`config.mk`:
```
export PLATFORM = sky130hd
export DESIGN_NAME = mdm_option_regs
export DESIGN_NICKNAME = d
export VERILOG_FILES = /design/src/mdm_pkg.sv /design/src/mdm_option_regs.sv
export SDC_FILE = /design/constraint.sdc
export NUM_CORES = 1
export LEC_CHECK = 0
export BUFFER_PORTS_ARGS = -buffer_cell sky130_fd_sc_hd__buf_2
export CAP_MARGIN = 25
export CORE_ASPECT_RATIO = 2
export CORE_MARGIN = 2
export CORE_UTILIZATION = 25
export CTS_BUF_LIST = sky130_fd_sc_hd__clkbuf_2 sky130_fd_sc_hd__clkbuf_4 sky130_fd_sc_hd__clkbuf_8
export CTS_CLUSTER_SIZE = 14
export DETAILED_ROUTE_END_ITERATION = 8
export PLACE_DENSITY = 0.45
export SLEW_MARGIN = 20
export SYNTH_ARGS = -nofsm -noshare
export SYNTH_HDL_FRONTEND = slang
export SYNTH_SLANG_ARGS = --single-unit
```
`constraint.sdc`:
```
create_clock -name i_core_clk -period 11.3 [get_ports i_core_clk]
set_input_delay 2.26 -clock i_core_clk [delete_from_list [all_inputs] [get_ports i_core_clk]]
set_output_delay 2.26 -clock i_core_clk [all_outputs]
set_load 0.05 [all_outputs]
```
`src/mdm_pkg.sv`:
```
// Package: register map, field layout, timing and types of the modem option registers
`default_nettype none
package mdm_pkg;
	localparam int NREG = 20;
	localparam int IX_TERM = 0;
	localparam int IX_LF = 1;
	localparam int IX_ERASE = 2;
	localparam int IX_DIAL = 3;
	localparam int IX_CWAIT = 4;
	localparam int IX_COMMA = 5;
	localparam int IX_QUAL = 6;
	localparam int IX_LOSS = 7;
	localparam int IX_GUARD = 9;
	localparam int IX_GEN = 10;
	localparam int IX_TEST = 11;
	localparam int IX_TDUR = 12;
	localparam int IX_SER = 13;
	localparam int IX_SPK = 14;
	localparam int IX_RATE = 15;
	localparam int IX_SLEEP = 16;
	localparam int IX_DTR = 17;
	localparam int IX_CTS = 18;
	localparam int IX_SYNC = 19;
	localparam logic [4:0] IX_NONE = 5'h1f;
	// Register numbers as used by the set and read commands
	localparam logic [7:0] REG_NUM [NREG] = '{
		8'h03, 8'h04, 8'h05, 8'h06, 8'h07, 8'h08, 8'h09, 8'h0a, 8'h0b, 8'h0c,
		8'h0e, 8'h10, 8'h12, 8'h15, 8'h16, 8'h17, 8'h18, 8'h19, 8'h1a, 8'h1b};
	localparam logic [7:0] REG_RST [NREG] = '{
		8'h0d, 8'h0a, 8'h08, 8'h04, 8'h32, 8'h02, 8'h06, 8'h0e, 8'h00, 8'h32,
		8'h8a, 8'h00, 8'h00, 8'h04, 8'h75, 8'hb7, 8'h00, 8'h05, 8'h01, 8'h09};
	// Field positions
	localparam int GEN_ECHO = 1;
	localparam int GEN_QUIET = 2;
	localparam int GEN_VERB = 3;
	localparam int GEN_PULSE = 5;
	localparam int GEN_ORIG = 7;
	localparam int SER_CTS = 2;
	localparam int SER_DTR = 3;
	localparam int SER_CD = 5;
	localparam int SER_DSR = 6;
	localparam int SER_LSD = 7;
	localparam int SPK_VOL = 0;
	localparam int SPK_CTL = 2;
	localparam int SPK_RES = 4;
	localparam int RATE_RDL = 0;
	localparam int RATE_DTE = 1;
	localparam int RATE_PAR = 4;
	localparam int RATE_GT = 6;
	localparam int SYN_M = 0;
	localparam int SYN_LEASE = 2;
	localparam int SYN_Q = 3;
	localparam int SYN_CLK = 4;
	localparam int SYN_BELL = 6;
	// Character and timing constants
	localparam logic [7:0] ERASE_MAX = 8'h20;
	localparam logic [7:0] ASCII_SPACE = 8'h20;
	localparam logic [7:0] DIAL_MIN_S = 8'h02;
	localparam logic [7:0] LOSS_NEVER = 8'hff;
	localparam int CLK_NS = 100;
	localparam int TICK_NS = 10000000;
	localparam int TICK_CYCLES = TICK_NS / CLK_NS;
	typedef enum logic [3:0] {
		HUP_NONE = 4'b0001,
		HUP_NO_CARRIER = 4'b0010,
		HUP_CARRIER_LOST = 4'b0100,
		HUP_DTR = 4'b1000
	} mdm_hup_t;
	typedef struct packed {
		logic wr;
		logic rd;
		logic [7:0] num;
		logic [7:0] wdata;
	} mdm_req_t;
	typedef struct packed {
		logic valid;
		logic hit;
		logic [7:0] data;
		logic [11:0] digits;
	} mdm_rsp_t;
	typedef struct packed {
		logic valid;
		logic [7:0] code;
	} mdm_char_t;
	typedef struct packed {
		logic sync_mode;
		logic pulse;
		logic originate;
		logic leased;
		logic [1:0] clk_src;
		logic bell;
		logic [1:0] spk_vol;
		logic [1:0] spk_ctl;
		logic [2:0] result_set;
		logic [1:0] dtr_mode;
		logic cd_mode;
		logic dsr_mode;
		logic long_space;
		logic rdl_grant;
		logic [2:0] host_rate;
		logic [1:0] parity;
		logic [1:0] guard_tone;
	} mdm_cfg_t;
endpackage
`default_nettype wire

```
`src/mdm_option_regs.sv`:
```
// Modem option register bank with call-progress timers and line handling
`timescale 1ns/10ps
`default_nettype none
// Behaviour
// Terminator code ends lines, async only
// Verbose results append line feed after terminator
// Backspace recognised only when code <= 32
// Echoed backspace sends backspace, space, backspace
// Pause dial delay, minimum 2 s
// Carrier wait timer hangs up without carrier
// Answer tone restarts carrier wait in originate
// Pause modifier waits pause register seconds
// Carrier detect after qualify tenths continuous
// Loss delay hangs up; 255 never
// Disconnect wait is loss minus qualify
// Escape accepted within guard time gap
// General options reset 138, field layout
// Test status resets 0, flags active test
// Test ends after timer; 0 waits
// Serial options reset 4, field layout
// Speaker/result options reset 117, layout
// Rate/parity options reset 183, layout
// Sleep after idle tens of seconds
// Ignore DTR drop for delay value
// Sync always-on CTS delayed after RTS
// Sync/clock options reset 9, layout
// Set and three-digit read commands
module mdm_option_regs #(
	parameter int unsigned TICK_CYC = mdm_pkg::TICK_CYCLES
) (
	input wire logic i_core_clk,
	input wire logic i_rst,
	input wire mdm_pkg::mdm_req_t i_req,
	output mdm_pkg::mdm_rsp_t o_rsp,
	input wire mdm_pkg::mdm_char_t i_rx,
	output logic o_erase_hit,
	output mdm_pkg::mdm_char_t o_tx,
	input wire logic i_tx_ready,
	input wire logic i_result_end,
	input wire logic i_off_hook,
	input wire logic i_wait_dial_tone,
	input wire logic i_dial_tone,
	output logic o_dial_go,
	input wire logic i_dial_done,
	input wire logic i_answer_tone,
	input wire logic i_answer_tone_ok,
	input wire logic i_online,
	input wire logic i_quiet_answer,
	input wire logic i_silence,
	output logic o_quiet_timeout,
	input wire logic i_comma,
	output logic o_comma_busy,
	input wire logic i_carrier,
	output logic o_carrier_detect,
	input wire logic i_esc_char,
	output logic o_esc_ok,
	input wire logic i_test_start,
	input wire logic [7:0] i_test_bits,
	input wire logic i_test_end,
	output logic o_test_active,
	output logic o_test_done,
	input wire logic i_activity,
	output logic o_sleep,
	input wire logic i_dtr,
	input wire logic i_rts,
	output logic o_cts,
	output logic o_hangup,
	output mdm_pkg::mdm_hup_t o_hangup_cause,
	output mdm_pkg::mdm_cfg_t o_cfg
);
	import mdm_pkg::*;
	localparam int DW = $clog2(TICK_CYC);

	function automatic logic [4:0] reg_ix(input logic [7:0] n);
		logic [4:0] r;
		r = IX_NONE;
		for (int k = 0; k < NREG; k++) begin
			if (REG_NUM[k] == n) begin
				r = 5'(k);
			end
		end
		return r;
	endfunction

	function automatic logic [11:0] to_digits(input logic [7:0] v);
		logic [7:0] h;
		logic [7:0] t;
		h = v / 8'd100;
		t = (v % 8'd100) / 8'd10;
		return {h[3:0], t[3:0], 4'(v % 8'd10)};
	endfunction

	logic [7:0] regs_r [NREG];
	logic [4:0] wr_ix;
	logic [4:0] rd_ix;
	logic [DW-1:0] div_r;
	logic tick_h;
	logic [3:0] d_t;
	logic [3:0] d_s;
	logic [3:0] d_x;
	logic tick_t;
	logic tick_s;
	logic tick_x;
	logic [2:0] s1_r;
	logic [2:0] s2_r;
	logic car_s;
	logic dtr_s;
	logic rts_s;
	logic sync_m;
	logic echo;
	logic erase_hit;
	logic [7:0] q_r [3];
	logic [1:0] q_n_r;
	logic [8:0] dp_cnt_r;
	logic dp_run_r;
	logic dp_tone_r;
	logic [7:0] cw_cnt_r;
	logic cw_run_r;
	logic cw_exp;
	logic [7:0] qa_cnt_r;
	logic qa_run_r;
	logic [7:0] cp_cnt_r;
	logic [7:0] qc_cnt_r;
	logic cd_r;
	logic cd_q_r;
	logic [7:0] loss_wait;
	logic [7:0] ls_cnt_r;
	logic ls_run_r;
	logic ls_exp;
	logic [7:0] esc_gap_r;
	logic esc_seen_r;
	logic [7:0] te_cnt_r;
	logic te_run_r;
	logic te_end;
	logic [7:0] sl_cnt_r;
	logic [7:0] dt_cnt_r;
	logic dt_done_r;
	logic dt_exp;
	logic [7:0] rt_cnt_r;
	logic cts_dly_r;

	assign wr_ix = reg_ix(i_req.num);
	assign rd_ix = reg_ix(i_req.num);
	assign sync_m = !regs_r[IX_SYNC][SYN_Q] && (regs_r[IX_SYNC][SYN_M+:2] != 2'd0);
	assign echo = regs_r[IX_GEN][GEN_ECHO];
	assign tick_t = tick_h && (d_t == 4'd9);
	assign tick_s = tick_t && (d_s == 4'd9);
	assign tick_x = tick_s && (d_x == 4'd9);
	assign car_s = s2_r[0];
	assign dtr_s = s2_r[1];
	assign rts_s = s2_r[2];

	// Register storage; test events override a same-cycle write
	always_ff @(posedge i_core_clk or posedge i_rst) begin
		if (i_rst) begin
			for (int i = 0; i < NREG; i++) begin
				regs_r[i] <= REG_RST[i];
			end
		end else begin
			if (i_req.wr && wr_ix != IX_NONE) begin
				regs_r[wr_ix] <= i_req.wdata;
			end
			if (te_end) begin
				regs_r[IX_TEST] <= 8'h00;
			end else if (i_test_start) begin
				regs_r[IX_TEST] <= i_test_bits;
			end
		end
	end

	// Command answer with value in three decimal digits
	always_ff @(posedge i_core_clk or posedge i_rst) begin
		if (i_rst) begin
			o_rsp <= '0;
		end else begin
			o_rsp.valid <= i_req.rd || i_req.wr;
			o_rsp.hit <= rd_ix != IX_NONE;
			o_rsp.data <= (rd_ix != IX_NONE) ? regs_r[rd_ix] : 8'h00;
			o_rsp.digits <= to_digits((rd_ix != IX_NONE) ? regs_r[rd_ix] : 8'h00);
		end
	end

	// Option fields
	always_comb begin
		o_cfg = '0;
		o_cfg.sync_mode = sync_m;
		o_cfg.pulse = regs_r[IX_GEN][GEN_PULSE];
		o_cfg.originate = regs_r[IX_GEN][GEN_ORIG];
		o_cfg.leased = regs_r[IX_SYNC][SYN_LEASE];
		o_cfg.clk_src = regs_r[IX_SYNC][SYN_CLK+:2];
		o_cfg.bell = regs_r[IX_SYNC][SYN_BELL];
		o_cfg.spk_vol = regs_r[IX_SPK][SPK_VOL+:2];
		o_cfg.spk_ctl = regs_r[IX_SPK][SPK_CTL+:2];
		o_cfg.result_set = regs_r[IX_SPK][SPK_RES+:3];
		o_cfg.dtr_mode = regs_r[IX_SER][SER_DTR+:2];
		o_cfg.cd_mode = regs_r[IX_SER][SER_CD];
		o_cfg.dsr_mode = regs_r[IX_SER][SER_DSR];
		o_cfg.long_space = regs_r[IX_SER][SER_LSD];
		o_cfg.rdl_grant = regs_r[IX_RATE][RATE_RDL];
		o_cfg.host_rate = regs_r[IX_RATE][RATE_DTE+:3];
		o_cfg.parity = regs_r[IX_RATE][RATE_PAR+:2];
		o_cfg.guard_tone = regs_r[IX_RATE][RATE_GT+:2];
	end

	// Time base: hundredths, tenths, seconds, tens of seconds
	always_ff @(posedge i_core_clk or posedge i_rst) begin
		if (i_rst) begin
			div_r <= '0;
			tick_h <= 1'b0;
			d_t <= 4'h0;
			d_s <= 4'h0;
			d_x <= 4'h0;
		end else begin
			tick_h <= (div_r == DW'(TICK_CYC - 1));
			div_r <= (div_r == DW'(TICK_CYC - 1)) ? '0 : div_r + 1'b1;
			if (tick_h) d_t <= (d_t == 4'd9) ? 4'd0 : d_t + 4'd1;
			if (tick_t) d_s <= (d_s == 4'd9) ? 4'd0 : d_s + 4'd1;
			if (tick_s) d_x <= (d_x == 4'd9) ? 4'd0 : d_x + 4'd1;
		end
	end

	// Pin synchronisers: carrier, DTR, RTS
	always_ff @(posedge i_core_clk or posedge i_rst) begin
		if (i_rst) begin
			s1_r <= 3'h0;
			s2_r <= 3'h0;
		end else begin
			s1_r <= {i_rts, i_dtr, i_carrier};
			s2_r <= s1_r;
		end
	end

	// Character handling and transmit queue
	assign erase_hit = i_rx.valid && !sync_m && (regs_r[IX_ERASE] <= ERASE_MAX)
		&& (i_rx.code == regs_r[IX_ERASE]);
	assign o_erase_hit = erase_hit;
	assign o_tx.valid = q_n_r != 2'd0;
	assign o_tx.code = q_r[0];
	always_ff @(posedge i_core_clk or posedge i_rst) begin
		if (i_rst) begin
			q_n_r <= 2'd0;
			q_r <= '{8'h00, 8'h00, 8'h00};
		end else if (q_n_r == 2'd0) begin
			if (erase_hit && echo) begin
				q_r <= '{regs_r[IX_ERASE], ASCII_SPACE, regs_r[IX_ERASE]};
				q_n_r <= 2'd3;
			end else if (i_result_end && !sync_m && !regs_r[IX_GEN][GEN_QUIET]) begin
				q_r <= '{regs_r[IX_TERM], regs_r[IX_LF], 8'h00};
				q_n_r <= regs_r[IX_GEN][GEN_VERB] ? 2'd2 : 2'd1;
			end
		end else if (i_tx_ready) begin
			q_r <= '{q_r[1], q_r[2], 8'h00};
			q_n_r <= q_n_r - 2'd1;
		end
	end

	// Dial pause after off-hook
	always_ff @(posedge i_core_clk or posedge i_rst) begin
		if (i_rst) begin
			dp_cnt_r <= 9'h000;
			dp_run_r <= 1'b0;
			dp_tone_r <= 1'b0;
			o_dial_go <= 1'b0;
		end else begin
			o_dial_go <= 1'b0;
			if (i_off_hook) begin
				dp_tone_r <= i_wait_dial_tone;
				dp_run_r <= !i_wait_dial_tone;
				dp_cnt_r <= ((regs_r[IX_DIAL] < DIAL_MIN_S) ? 9'(DIAL_MIN_S) : 9'(regs_r[IX_DIAL])) + 9'd1;
			end else if (dp_tone_r && i_dial_tone) begin
				dp_tone_r <= 1'b0;
				o_dial_go <= 1'b1;
			end else if (dp_run_r && tick_s) begin
				dp_cnt_r <= dp_cnt_r - 9'd1;
				if (dp_cnt_r == 9'd1) begin
					dp_run_r <= 1'b0;
					o_dial_go <= 1'b1;
				end
			end
		end
	end

	// Carrier wait and quiet-answer silence wait
	assign cw_exp = cw_run_r && !cd_r && tick_s && (cw_cnt_r <= 8'd1);
	always_ff @(posedge i_core_clk or posedge i_rst) begin
		if (i_rst) begin
			cw_cnt_r <= 8'h00;
			cw_run_r <= 1'b0;
		end else if ((i_dial_done && regs_r[IX_GEN][GEN_ORIG]) || (i_off_hook && !regs_r[IX_GEN][GEN_ORIG])
				|| (cw_run_r && i_answer_tone && i_answer_tone_ok && regs_r[IX_GEN][GEN_ORIG])) begin
			cw_run_r <= 1'b1;
			cw_cnt_r <= regs_r[IX_CWAIT];
		end else if (cd_r || cw_exp) begin
			cw_run_r <= 1'b0;
		end else if (cw_run_r && tick_s) begin
			cw_cnt_r <= cw_cnt_r - 8'd1;
		end
	end
	always_ff @(posedge i_core_clk or posedge i_rst) begin
		if (i_rst) begin
			qa_cnt_r <= 8'h00;
			qa_run_r <= 1'b0;
			o_quiet_timeout <= 1'b0;
		end else begin
			o_quiet_timeout <= 1'b0;
			if (i_quiet_answer) begin
				qa_run_r <= 1'b1;
				qa_cnt_r <= regs_r[IX_CWAIT];
			end else if (i_silence) begin
				qa_run_r <= 1'b0;
			end else if (qa_run_r && tick_s) begin
				qa_cnt_r <= qa_cnt_r - 8'd1;
				if (qa_cnt_r <= 8'd1) begin
					qa_run_r <= 1'b0;
					o_quiet_timeout <= 1'b1;
				end
			end
		end
	end

	// Pause dial modifier
	assign o_comma_busy = cp_cnt_r != 8'h00;
	always_ff @(posedge i_core_clk or posedge i_rst) begin
		if (i_rst) begin
			cp_cnt_r <= 8'h00;
		end else if (i_comma) begin
			cp_cnt_r <= regs_r[IX_COMMA];
		end else if (tick_s && cp_cnt_r != 8'h00) begin
			cp_cnt_r <= cp_cnt_r - 8'd1;
		end
	end

	// Carrier qualify
	assign o_carrier_detect = cd_r;
	always_ff @(posedge i_core_clk or posedge i_rst) begin
		if (i_rst) begin
			qc_cnt_r <= 8'h00;
			cd_r <= 1'b0;
			cd_q_r <= 1'b0;
		end else begin
			cd_q_r <= cd_r;
			if (!car_s) begin
				qc_cnt_r <= regs_r[IX_QUAL];
				cd_r <= 1'b0;
			end else if (!cd_r && (qc_cnt_r == 8'd0 || (tick_t && qc_cnt_r == 8'd1))) begin
				cd_r <= 1'b1;
			end else if (!cd_r && tick_t) begin
				qc_cnt_r <= qc_cnt_r - 8'd1;
			end
		end
	end

	// Carrier loss hang-up
	assign loss_wait = (regs_r[IX_LOSS] > regs_r[IX_QUAL]) ? regs_r[IX_LOSS] - regs_r[IX_QUAL] : 8'h00;
	assign ls_exp = ls_run_r && !cd_r && i_online && (ls_cnt_r == 8'd0 || (tick_t && ls_cnt_r == 8'd1));
	always_ff @(posedge i_core_clk or posedge i_rst) begin
		if (i_rst) begin
			ls_cnt_r <= 8'h00;
			ls_run_r <= 1'b0;
		end else if (cd_q_r && !cd_r && i_online) begin
			ls_run_r <= regs_r[IX_LOSS] != LOSS_NEVER;
			ls_cnt_r <= loss_wait;
		end else if (cd_r || !i_online || ls_exp) begin
			ls_run_r <= 1'b0;
		end else if (ls_run_r && tick_t) begin
			ls_cnt_r <= ls_cnt_r - 8'd1;
		end
	end

	// Escape guard gap
	always_ff @(posedge i_core_clk or posedge i_rst) begin
		if (i_rst) begin
			esc_gap_r <= 8'h00;
			esc_seen_r <= 1'b0;
			o_esc_ok <= 1'b0;
		end else begin
			o_esc_ok <= 1'b0;
			if (i_esc_char) begin
				o_esc_ok <= esc_seen_r && (esc_gap_r <= regs_r[IX_GUARD]);
				esc_gap_r <= 8'h00;
				esc_seen_r <= 1'b1;
			end else if (tick_t && esc_gap_r != 8'hff) begin
				esc_gap_r <= esc_gap_r + 8'd1;
			end
		end
	end

	// Test timer
	assign te_end = te_run_r && (i_test_end || (regs_r[IX_TDUR] != 8'h00 && tick_s && te_cnt_r <= 8'd1));
	assign o_test_active = te_run_r;
	always_ff @(posedge i_core_clk or posedge i_rst) begin
		if (i_rst) begin
			te_cnt_r <= 8'h00;
			te_run_r <= 1'b0;
			o_test_done <= 1'b0;
		end else begin
			o_test_done <= te_end;
			if (te_end) begin
				te_run_r <= 1'b0;
			end else if (i_test_start) begin
				te_run_r <= 1'b1;
				te_cnt_r <= regs_r[IX_TDUR];
			end else if (te_run_r && tick_s) begin
				te_cnt_r <= te_cnt_r - 8'd1;
			end
		end
	end

	// Sleep inactivity
	always_ff @(posedge i_core_clk or posedge i_rst) begin
		if (i_rst) begin
			sl_cnt_r <= 8'h00;
			o_sleep <= 1'b0;
		end else if (i_activity) begin
			sl_cnt_r <= 8'h00;
			o_sleep <= 1'b0;
		end else begin
			if (tick_x && sl_cnt_r != 8'hff) sl_cnt_r <= sl_cnt_r + 8'd1;
			o_sleep <= (regs_r[IX_SLEEP] != 8'h00) && (sl_cnt_r >= regs_r[IX_SLEEP]);
		end
	end

	// DTR drop ignore window
	assign dt_exp = i_online && !dtr_s && !dt_done_r && (dt_cnt_r >= regs_r[IX_DTR]);
	always_ff @(posedge i_core_clk or posedge i_rst) begin
		if (i_rst) begin
			dt_cnt_r <= 8'h00;
			dt_done_r <= 1'b0;
		end else if (dtr_s || !i_online) begin
			dt_cnt_r <= 8'h00;
			dt_done_r <= 1'b0;
		end else if (dt_exp) begin
			dt_done_r <= 1'b1;
		end else if ((sync_m ? tick_s : tick_h) && dt_cnt_r != 8'hff) begin
			dt_cnt_r <= dt_cnt_r + 8'd1;
		end
	end

	// CTS: track RTS, else held on in async always-on mode, or delayed in synchronous always-on mode
	always_ff @(posedge i_core_clk or posedge i_rst) begin
		if (i_rst) begin
			rt_cnt_r <= 8'h00;
			cts_dly_r <= 1'b0;
			o_cts <= 1'b0;
		end else begin
			if (!rts_s) begin
				rt_cnt_r <= 8'h00;
				cts_dly_r <= 1'b0;
			end else if (rt_cnt_r >= regs_r[IX_CTS]) begin
				cts_dly_r <= 1'b1;
			end else if (tick_h) begin
				rt_cnt_r <= rt_cnt_r + 8'd1;
			end
			o_cts <= regs_r[IX_SER][SER_CTS] ? rts_s : (sync_m ? cts_dly_r : 1'b1);
		end
	end

	// Hang-up request with cause
	always_ff @(posedge i_core_clk or posedge i_rst) begin
		if (i_rst) begin
			o_hangup <= 1'b0;
			o_hangup_cause <= HUP_NONE;
		end else begin
			o_hangup <= cw_exp || ls_exp || dt_exp;
			if (cw_exp) o_hangup_cause <= HUP_NO_CARRIER;
			else if (ls_exp) o_hangup_cause <= HUP_CARRIER_LOST;
			else if (dt_exp) o_hangup_cause <= HUP_DTR;
		end
	end
endmodule // mdm_option_regs
`default_nettype wire

```
==> flow_metrics.env, run 1 <==
export IMPL_status="completed"
export IMPL_nets=2178
export IMPL_grt_use_total=0.175
export IMPL_remaining_drc_errors=0
export IMPL_tns_ns=0
export IMPL_cts_tree="done"
export IMPL_hp_start="s1_r[0]"
export IMPL_finalCritPeriodShare=0.620
export IMPL_critPathLaunchType="primary input"
export IMPL_drive_above_1_share=0.225
export IMPL_clock_path_buffers=3
export IMPL_avgSynthCellArea_um2=9.81
export IMPL_crit_type="primary input to flop"
export IMPL_path_max_fanout=20
export IMPL_gr_total_overflow=0
export IMPL_grt_max_degree=160
export IMPL_worstHoldPathType="flop to flop"
export IMPL_vias=15329
export IMPL_synth_cell_type_count=107
export IMPL_first_iter_violations=751
export IMPL_synth_edff_count=0
export IMPL_setup_viol=0
export IMPL_power_density_nw_per_um2=136
export IMPL_clkSlewWorstSetupHoldPaths_ns=0.06
export IMPL_clock_sinks=352
export IMPL_critPathCaptureType="flop"
export IMPL_portBuffers=126
export IMPL_die_height_um=399
export IMPL_cts_root_buf="clkbuf_8"
export IMPL_cts_resized=0
export IMPL_worst_pin_slew_ns=1.14
export IMPL_holdPathStages=0
export IMPL_coreArea_um2=77100
export IMPL_synth_seq_cells=352
export IMPL_finalHoldViolCount=0
export IMPL_antenna_left=0
export IMPL_hold_buffers=0
export IMPL_drv_slew=0
export IMPL_synthCells=1986
export IMPL_grt_pass1_wl_um=105000
export IMPL_dr_pass1_iters=5
export IMPL_slew_headroom=0.234
export IMPL_worst_ep_required_time_ns=11.85
export IMPL_mappedNetlistArea_um2=19500
export IMPL_htreeDepth=2
export IMPL_worstReg2RegEnd="o_rsp[3]"
export IMPL_ir_drop_v=0.0000870
export IMPL_antenna_found_initial=11
export IMPL_synth_top_flop_cell="dfrtp_1"
export IMPL_worstRegToRegCells=12
export IMPL_rsz0062_at_grt="no"
export IMPL_r2r_start="regs_r[151]"
export IMPL_min_to="s2_r[0]"
export IMPL_cp_data_arrival_time_ns=7.55
export IMPL_place_area_um2=20800
export IMPL_wl_per_cell_um=22.4
export IMPL_dp_hpwl_um=53500
export IMPL_cts_buffers=56
export IMPL_syn_to_final_growth_pct=13.3
export IMPL_max_freq_mhz=143
export IMPL_rrSetupSlack_ns=7.22
export IMPL_postCtsSetupBuffers=0
export IMPL_yosysSeqAreaShare=0.455
export IMPL_num_fill_cells=8239
export IMPL_drt_wl_total_um=70000
export IMPL_io_pins=129
export IMPL_viasPerCell=4.90
export IMPL_initial_core_util=0.253
export IMPL_die_area_um2=80300
export IMPL_fin_area_um2=22100
export IMPL_leakage_uw=0.00999
export IMPL_ys_async_sr_fraction=1.00
export IMPL_num_rows=144
export IMPL_yosys_warnings=0
export IMPL_die_w_um=201
export IMPL_period_needed_ns=7.00
export IMPL_insertion_delay_ns=0.68
export IMPL_cap_violations=0
export IMPL_place_congestion=0.944
export IMPL_clock_skew_ns=0.0387
export IMPL_grt_pass1_vias=16200
-- Yosys cell counts (13+ instances only) --
master,count,share of area
inv_1,79,0.015
buf_2,14,0.0036
clkbuf_1,60,0.012
o21ai_0,129,0.033
o22ai_1,23,0.0074
nand4_1,27,0.0087
ha_1,60,0.039
xor2_1,44,0.020
xnor2_1,52,0.023
and2_1,13,0.0042
mux2i_1,35,0.018
nand3_1,52,0.013
nand2_1,172,0.033
buf_4,46,0.018
nor3_1,43,0.011
or3_1,20,0.0064
and3_1,26,0.0083
nand2b_1,25,0.0080
nor4_1,20,0.0064
a21oi_1,121,0.031
nor2_1,166,0.032
mux2_2,131,0.076
a21o_1,19,0.0073
dfstp_2,40,0.054
dfrtp_1,312,0.40
nor2b_1,21,0.0067
-- power breakdown --
part | internal [µW] | leakage [µW] | switching, µW | total (µW)
Combinational | 122 | 0.00480 | 289 | 410
Sequential | 1310 | 0.00454 | 54.1 | 1370
Clock | 657 | 0.000651 | 560 | 1220
Total | 2090 | 0.00999 | 903 | 3000
-- state kept, by name (all words and copies together), names as in the netlist, 4 cells and up --
name            cells
d_s                 4
rt_cnt_r            8
cp_cnt_r            8
d_t                 4
cw_cnt_r            8
qa_cnt_r            8
ls_cnt_r            8
esc_gap_r           8
dp_cnt_r            9
o_rsp              19
dt_cnt_r            8
o_cfg              26
te_cnt_r            8
o_hangup_cause      4
q_r                16
o_tx                8
regs_r            133
d_x                 4
qc_cnt_r            8
div_r              17
sl_cnt_r            8
-- worst max path at each step --
stage / startpoint / to / cells past startpoint
finish: i_req[15] / o_rsp[3] / 14
global route: i_req[15] / o_rsp[3] / 14
CTS: i_req[15] / o_rsp[3] / 14
detailed placement: i_req[15] / o_rsp[3] / 14
global placement: i_req[15] / o_rsp[2] / 16
floorplan: i_rst / cd_q_r / 1
-- critical path, cell delays in order --
cell and delay (ns):
buf_2 0.11, or3_1 0.78, a311oi_2 0.78, and2_1 0.72
o22ai_1 0.24, o311a_1 0.34, or3_1 0.48, inv_1 0.51
a211oi_2 0.11, or4b_1 0.52, nor4_2 0.17, a221o_1 0.21
nor2_2 0.08, o311ai_2 0.23
-- layout make-up --
| type | count | area, µm² | share of cell area |
|---|---|---|---|
| multi-input cells | 1416 | 9570 | 0.433 |
| diodes | 2 | 5.00 | 0.000227 |
| repair buffers | 150 | 818 | 0.0371 |
| inverters | 85 | 329 | 0.0149 |
| clock buffers | 83 | 1030 | 0.0466 |
| well taps | 1022 | 1280 | 0.0579 |
| flip-flops and latches | 352 | 8860 | 0.401 |
| clock inverters | 17 | 190 | 0.00861 |
-- per-stage QoR --
| stage | power [µW] | cells | hold slack, ns | setup slack (ns) | util |
|---|---|---|---|---|---|
| 2_1_floorplan | 1680 | 1987 | 0.331 | 4.36 | - |
| 3_3_place_gp | 1800 | 3023 | 0.346 | 3.74 | 0.270 |
| 3_5_place_dp | 1810 | 3023 | 0.339 | 3.73 | 0.270 |
| 4_1_cts | 3050 | 3123 | 0.354 | 4.44 | 0.286 |
| 5_1_grt | 3150 | 3126 | 0.363 | 4.15 | 0.286 |
| 6_report | 3000 | 3127 | 0.353 | 4.30 | 0.286 |
-- layout by cell type, fill, tap and decap left out, drive strengths merged, types with 23 or more instances in the layout --
master / synthesis / routed
a21oi: 122 / 122
and3: 26 / 26
buf: 73 / 149
clkbuf: 61 / 84
dfrtp: 312 / 312
dfstp: 40 / 40
ha: 60 / 60
inv: 81 / 82
mux2: 131 / 131
mux2i: 35 / 35
nand2: 173 / 173
nand2b: 27 / 27
nand3: 53 / 53
nand4: 27 / 27
nor2: 168 / 168
nor3: 45 / 45
o21ai: 138 / 138
o22ai: 23 / 23
xnor2: 52 / 52
xor2: 44 / 44
-- cells by family after synthesis --
group	synth area share
AOI/OAI and AO/OA	0.149
xor gates and xnor gates	0.0431
DFF	0.455
and+or+nand+nor	0.164
other	0.000192
adders and majority gates	0.0395
muxes	0.0937
buffers and inverters	0.0557
-- per-layer routing --
| layer | vias to the layer above | track usage | wire length (µm) |
|---|---|---|---|
| met5 | - | 0 | 88 |
| met4 | 14 | 0.138 | 6220 |
| met3 | 217 | 0.0300 | 2780 |
| met2 | 389 | 0.326 | 36900 |
| met1 | 7556 | 0.168 | 24000 |
| li1 | 7153 | - | - |
No activity file was read; power rests on OpenSTA's default activity.
==> run 2: changes to the inputs <==
--- a/config.mk
+++ b/config.mk
@@ -13,7 +13,7 @@
 export CTS_BUF_LIST = sky130_fd_sc_hd__clkbuf_2 sky130_fd_sc_hd__clkbuf_4 sky130_fd_sc_hd__clkbuf_8
 export CTS_CLUSTER_SIZE = 14
 export DETAILED_ROUTE_END_ITERATION = 8
-export PLACE_DENSITY = 0.45
+export PLACE_DENSITY = 0.44
 export SLEW_MARGIN = 20
 export SYNTH_ARGS = -nofsm -noshare
 export SYNTH_HDL_FRONTEND = slang
==> constraint.sdc (replaced) <==
create_clock -name i_core_clk -period 7.3 [get_ports i_core_clk]
set_input_delay 1.46 -clock i_core_clk [delete_from_list [all_inputs] [get_ports i_core_clk]]
set_output_delay 1.46 -clock i_core_clk [all_outputs]
set_load 0.05 [all_outputs]
==> run 2 against run 1 <==
Sequential cell count unchanged. Critical path type unchanged. Sequential power grew 55%. Largest power group unchanged. Highest routed layer unchanged. Core utilization up 0.10 points. Via count hardly changed. Design area is 0.35% higher. Worst setup slack got worse by 2.6 ns. Worst hold slack better by 0.0040 ns. Total power grew 57%. First-iteration DRC count decreased by 9.6%. Die area is the same. Critical path depth rose by 1.
==> flow_metrics.env, run 2 (synthesis results as in run 1) <==
export IMPL_status="completed"
export IMPL_die_w_um=201
export IMPL_antenna_left=0
export IMPL_initial_core_util=0.253
export IMPL_power_density_nw_per_um2=212
export IMPL_final_cells=3132
export IMPL_seq_power_share=0.450
export IMPL_crit_type="primary input to flop"
export IMPL_critPathLaunchType="primary input"
export IMPL_path_max_fanout=20
export IMPL_finalHoldViolCount=0
export IMPL_leakage_uw=0.0100
export IMPL_drive_above_1_share=0.226
export IMPL_cap_violations=0
export IMPL_nets=2182
export IMPL_final_common_cell="dfrtp_1"
export IMPL_viasPerCell=4.90
export IMPL_setup_ws_ns=1.69
export IMPL_placed_cells=3029
export IMPL_antenna_found_initial=7
export IMPL_worst_ep_required_time_ns=7.85
export IMPL_insertion_delay_ns=0.67
export IMPL_tns_ns=0
export IMPL_vias=15334
export IMPL_period_needed_ns=5.61
export IMPL_grt_pass1_wl_um=106000
export IMPL_place_congestion=0.958
export IMPL_slew_headroom=0.218
export IMPL_max_freq_mhz=178
export IMPL_critPathCaptureType="flop"
export IMPL_die_height_um=399
export IMPL_dp_hpwl_um=53400
export IMPL_die_area_um2=80300
export IMPL_cp_data_arrival_time_ns=6.16
export IMPL_postCtsSetupBuffers=0
export IMPL_worstHoldPathType="flop to flop"
export IMPL_num_rows=144
export IMPL_first_iter_violations=679
export IMPL_grt_pass1_vias=16088
export IMPL_internal_power_uw=3270
export IMPL_largest_reg_flops=133
export IMPL_ir_drop_v=0.000111
export IMPL_grt_max_degree=139
export IMPL_drv_slew=0
export IMPL_clock_sinks=352
export IMPL_clock_skew_ns=0.0296
export IMPL_pwr_share_clk=0.412
export IMPL_clkSlewWorstSetupHoldPaths_ns=0.07
export IMPL_dr_pass1_iters=7
export IMPL_rsz0062_at_grt="no"
export IMPL_pwr_share_comb=0.137
export IMPL_holdWs_ns=0.357
export IMPL_top_register="regs_r"
export IMPL_layout_common_cells="dfrtp_1 (312), nand2_1 (172), nor2_1 (166)"
export IMPL_htreeDepth=2
export IMPL_gr_total_overflow=0
export IMPL_wl_per_cell_um=22.5
export IMPL_hold_buffers=0
export IMPL_coreArea_um2=77100
export IMPL_io_pins=129
export IMPL_cts_buffers=54
export IMPL_post_place_ws_ns=1.04
export IMPL_worst_pin_slew_ns=1.16
export IMPL_clock_path_buffers=3
export IMPL_syn_to_final_growth_pct=13.7
export IMPL_finalCritPeriodShare=0.769
export IMPL_switchingPower_uw=1430
export IMPL_portBuffers=126
export IMPL_grt_use_total=0.176
export IMPL_cts_tree="done"
export IMPL_remaining_drc_errors=0
export IMPL_final_util=0.287
export IMPL_sw_frac_of_total=0.304
export IMPL_setup_viol=0
export IMPL_cts_root_buf="clkbuf_8"
export IMPL_cts_resized=0
export IMPL_drt_wl_total_um=70500
[run 2: metrics by stage]
stage          area [µm²]  total power, µW
2_1_floorplan       19500             2590
3_3_place_gp        20900             2790
3_5_place_dp        20900             2800
4_1_cts             22100             4790
5_1_grt             22100             4940
6_report            22200             4700
[run 2: critical path: stages]
cell and delay, ns:
buf_2 0.11, or3_1 0.37, buf_4 0.24, a311oi_2 0.58, and2_1 0.57, o22ai_1 0.17
o311a_1 0.32, or3_1 0.52, inv_1 0.53, a211oi_2 0.10, or4b_1 0.53, nor4_2 0.15
a221o_1 0.21, nor2_2 0.08, o311ai_2 0.22
[run 2: power by group through the flow]
stage               Sequential, µW  Clock [µW]  Combinational (µW)
CTS                           2120        2020                 651
finish                        2120        1940                 645
global route                  2130        2100                 717
global placement              2150           0                 638
detailed placement            2150           0                 649
floorplan                     2160           0                 434
[run 2: area by class of cell]
class / instances / area [µm²]
Timing Repair Buffer: 156 / 881
Multi-Input combinational cell: 1416 / 9570
Fill cell: 8259 / 55000
Clock buffer: 75 / 976
Sequential cell: 352 / 8860
Antenna cell: 3 / 7.51
Clock inverter: 23 / 256
Inverter: 85 / 329
Tap cell: 1022 / 1280
[run 2: path summary, 6_finish.rpt]
kind | start | to | slack, ns | depth (start not counted)
worst max-delay path | i_req[15] | o_rsp[3] | 1.69 | 15
worst min-delay path | s1_r[0] | s2_r[0] | 0.36 | 0
worst max register to register | tick_h | sl_cnt_r[5] | 3.35 | 10
worst min register to register | s1_r[0] | s2_r[0] | 0.36 | 0
max in group asynchronous | i_rst | cp_cnt_r[6] | 5.00 | 4
min in group asynchronous | i_rst | o_rsp[20] | 0.99 | 3
[run 2: per-layer routing]
layer	track usage	part of all wire	vias up	routed length, µm
met1	0.171	0.34	7569	24300
met5	0	0.00082	-	58
met3	0.0280	0.039	187	2760
li1	-	-	7162	-
met4	0.138	0.088	10	6180
met2	0.329	0.53	406	37200
==> run 3: changes to the inputs <==
--- a/config.mk
+++ b/config.mk
@@ -5,6 +5,7 @@
 export SDC_FILE = /design/constraint.sdc
 export NUM_CORES = 1
 export LEC_CHECK = 0
+export ABC_AREA = 1
 export BUFFER_PORTS_ARGS = -buffer_cell sky130_fd_sc_hd__buf_2
 export CAP_MARGIN = 25
 export CORE_ASPECT_RATIO = 2
@@ -13,7 +14,7 @@
 export CTS_BUF_LIST = sky130_fd_sc_hd__clkbuf_2 sky130_fd_sc_hd__clkbuf_4 sky130_fd_sc_hd__clkbuf_8
 export CTS_CLUSTER_SIZE = 14
 export DETAILED_ROUTE_END_ITERATION = 8
-export PLACE_DENSITY = 0.44
+export PLACE_DENSITY = 0.45
 export SLEW_MARGIN = 20
 export SYNTH_ARGS = -nofsm -noshare
 export SYNTH_HDL_FRONTEND = slang
==> constraint.sdc (replaced) <==
create_clock -name i_core_clk -period 4.96 [get_ports i_core_clk]
set_input_delay 0.992 -clock i_core_clk [delete_from_list [all_inputs] [get_ports i_core_clk]]
set_output_delay 0.992 -clock i_core_clk [all_outputs]
set_load 0.05 [all_outputs]
==> run 3 against run 2 <==
Sequential power up 48%. Synthesized cell count up 25%. Worst setup slack worse by 1.0 ns. Area after synthesis up 0.26%. Die area up 0.25%. Critical path depth up 19. Worst hold slack worse by 0.0096 ns. Clock skew up 0.015 ns. Wire length up 2.2%. Largest cell class is now registers.
==> flow_metrics.env, run 3 <==
export IMPL_remaining_drc_errors=0
export IMPL_grt_pass1_wl_um=109000
export IMPL_seq_power_share=0.440
export IMPL_power_density_nw_per_um2=315
export IMPL_cts_tree="done"
export IMPL_syn_to_final_growth_pct=15.3
export IMPL_cap_violations=0
export IMPL_period_needed_ns=4.29
export IMPL_top_register="regs_r"
export IMPL_switchingPower_uw=2250
export IMPL_path_common_cell="nand2_1"
export IMPL_holdWs_ns=0.348
export IMPL_synth_seq_cells=352
export IMPL_viasPerCell=4.77
export IMPL_pwr_share_clk=0.394
export IMPL_synth_top_area_share=0.400
export IMPL_yosysSeqAreaShare=0.453
export IMPL_hold_buffers=0
export IMPL_io_pins=129
export IMPL_die_w_um=202
export IMPL_finalHoldViolCount=0
export IMPL_critPathCaptureType="flop"
export IMPL_worst_ep_required_time_ns=5.49
export IMPL_rsz0062_at_grt="no"
export IMPL_synth_most_common_cell="nand2_1"
export IMPL_max_freq_mhz=233
export IMPL_nets=2723
export IMPL_slowest_stage="nor3_4"
export IMPL_worstRegToRegCells=12
export IMPL_htreeDepth=2
export IMPL_synth_edff_count=0
export IMPL_worstHoldPathType="flop to flop"
export IMPL_clock_path_buffers=3
export IMPL_yosys_warnings=0
export IMPL_max_stage_delay_ns=0.31
export IMPL_num_rows=145
export IMPL_insertion_delay_ns=0.68
export IMPL_die_area_um2=80500
export IMPL_gr_total_overflow=0
export IMPL_synth_largest_area_cell="dfrtp_1"
export IMPL_ir_drop_v=0.000245
export IMPL_initial_core_util=0.251
export IMPL_synthCells=2482
export IMPL_mappedNetlistArea_um2=19500
export IMPL_clock_skew_ns=0.0446
export IMPL_portBuffers=126
export IMPL_setup_viol=0
export IMPL_dp_hpwl_um=55800
export IMPL_status="completed"
export IMPL_final_common_cell="nand2_1"
export IMPL_final_util=0.290
export IMPL_crit_type="primary input to flop"
export IMPL_vias=17575
export IMPL_antenna_left=0
export IMPL_postCtsSetupBuffers=0
export IMPL_startpoint="i_req[15]"
export IMPL_total_power_uw=7110
export IMPL_coreArea_um2=77800
export IMPL_dr_pass1_iters=5
export IMPL_endpoint="o_rsp[3]"
export IMPL_synth_cell_type_count=71
export IMPL_synth_top_flop_cell="dfrtp_1"
export IMPL_cts_buffers=56
export IMPL_clkSlewWorstSetupHoldPaths_ns=0.07
export IMPL_pwr_share_comb=0.166
export IMPL_worst_pin_slew_ns=1.07
export IMPL_path_max_fanout=9
export IMPL_wl_per_cell_um=19.6
export IMPL_drive_above_1_share=0.157
export IMPL_internal_power_uw=4860
export IMPL_drt_wl_total_um=72100
export IMPL_antenna_found_initial=5
export IMPL_slew_headroom=0.286
export IMPL_cp_data_arrival_time_ns=4.82
export IMPL_ys_async_sr_fraction=1.00
export IMPL_cts_resized=0
export IMPL_die_height_um=399
export IMPL_finalCritPeriodShare=0.865
export IMPL_drv_slew=0
export IMPL_synth_commonest_cells="nand2_1 (576), inv_1 (317), dfrtp_1 (312)"
export IMPL_critPathLaunchType="primary input"
export IMPL_worstReg2RegEnd="o_tx[0]"
export IMPL_clock_sinks=352
export IMPL_cts_root_buf="clkbuf_8"
export IMPL_largest_reg_flops=133
export IMPL_leakage_uw=0.0107
export IMPL_synthTopCellsByArea="dfrtp_1 (40%), nand2_1 (11%), o21ai_0 (7.6%), inv_1 (6.1%), dfstp_2 (5.4%)"
export IMPL_place_congestion=0.945
export IMPL_grt_pass1_vias=17804
export IMPL_layout_common_cells="nand2_1 (576), inv_1 (316), dfrtp_1 (312)"
export IMPL_rrSetupSlack_ns=1.42
export IMPL_grt_use_total=0.179
export IMPL_r2r_start="regs_r[136]"
export IMPL_sw_frac_of_total=0.316
export IMPL_avgSynthCellArea_um2=7.87
export IMPL_first_iter_violations=1084
export IMPL_grt_max_degree=95
[run 3: cell types whose count changed after synthesis, sizes merged, moves of 22 or more]
| cell | delta |
|---|---|
| o21ai | +179 |
| mux2 | -130 |
| mux2i | -35 |
| and3 | -24 |
| nand2b | -27 |
| a21oi | -39 |
| nand3 | +80 |
| nand2 | +431 |
| nor2b | -22 |
| xnor2 | -44 |
| nor2 | +39 |
| inv | +261 |
[run 3: per-stage QoR]
| stage | instances | setup slack, ns | area [µm²] | TNS [ns] |
|---|---|---|---|---|
| 6_report | 3685 | 0.669 | 22500 | 0 |
| 5_1_grt | 3684 | 0.336 | 22500 | 0 |
| 4_1_cts | 3682 | 0.760 | 22500 | 0 |
| 3_5_place_dp | 3576 | 0.0639 | 21300 | 0 |
| 3_3_place_gp | 3576 | 0.149 | 21300 | 0 |
| 2_1_floorplan | 2483 | -0.714 | 19500 | -222.68 |
[run 3: power by group through the flow]
stage | sequential, µW | combinational (µW) | clock, µW
6_report | 3130 | 1180 | 2800
5_1_grt | 3140 | 1320 | 3010
4_1_cts | 3130 | 1190 | 2910
3_5_place_dp | 3180 | 1190 | 0
3_3_place_gp | 3180 | 1180 | 0
2_1_floorplan | 3220 | 782 | 0
[run 3: per-layer routing]
metal,share of wire,GRT usage
met1,0.37,0.189
met2,0.51,0.328
met3,0.042,0.0239
met4,0.074,0.121
met5,0.00024,0
[run 3: worst max-delay path: cells and delay by family]
family | cells | cell delay (ns)
adders and majority gates | 1 | 0.19
buffers and inverters | 6 | 0.57
and+or+nand+nor | 26 | 2.98
AOI/OAI and AO/OA | 1 | 0.08
[run 3: how the worst min path moves through the flow]
stage / depth (start not counted) / end / slack [ns] / start
2_1_floorplan: 0 / s2_r[0] / 0.33 / s1_r[0]
3_3_place_gp: 0 / s2_r[0] / 0.34 / s1_r[0]
3_5_place_dp: 0 / s2_r[2] / 0.34 / s1_r[2]
4_1_cts: 1 / s1_r[1] / 0.35 / i_dtr
5_1_grt: 0 / s2_r[0] / 0.36 / s1_r[0]
6_report: 0 / s2_r[2] / 0.35 / s1_r[2]
[run 3: final cells by class]
cell class	count	area, µm²
multi-input combinational	1683	8810
timing repair buffer	169	1040
clock inverter	8	91.3
inverter	344	1290
sequential	352	8860
clock buffer	98	1150
tap	1029	1290
antenna	2	5.00
fill	8432	55300
[run 3: logic make-up after synthesis]
| group | after synthesis | synth area share |
|---|---|---|
| AO/OA/AOI/OAI | 534 | 0.156 |
| XOR/XNOR | 37 | 0.0166 |
| adder cells (fa/ha/maj) | 61 | 0.0394 |
| buffers and inverters | 448 | 0.0962 |
| flip-flops | 352 | 0.453 |
| multiplexers | 1 | 0.000576 |
| other | 1 | 0.000192 |
| AND/OR/NAND/NOR | 1048 | 0.237 |
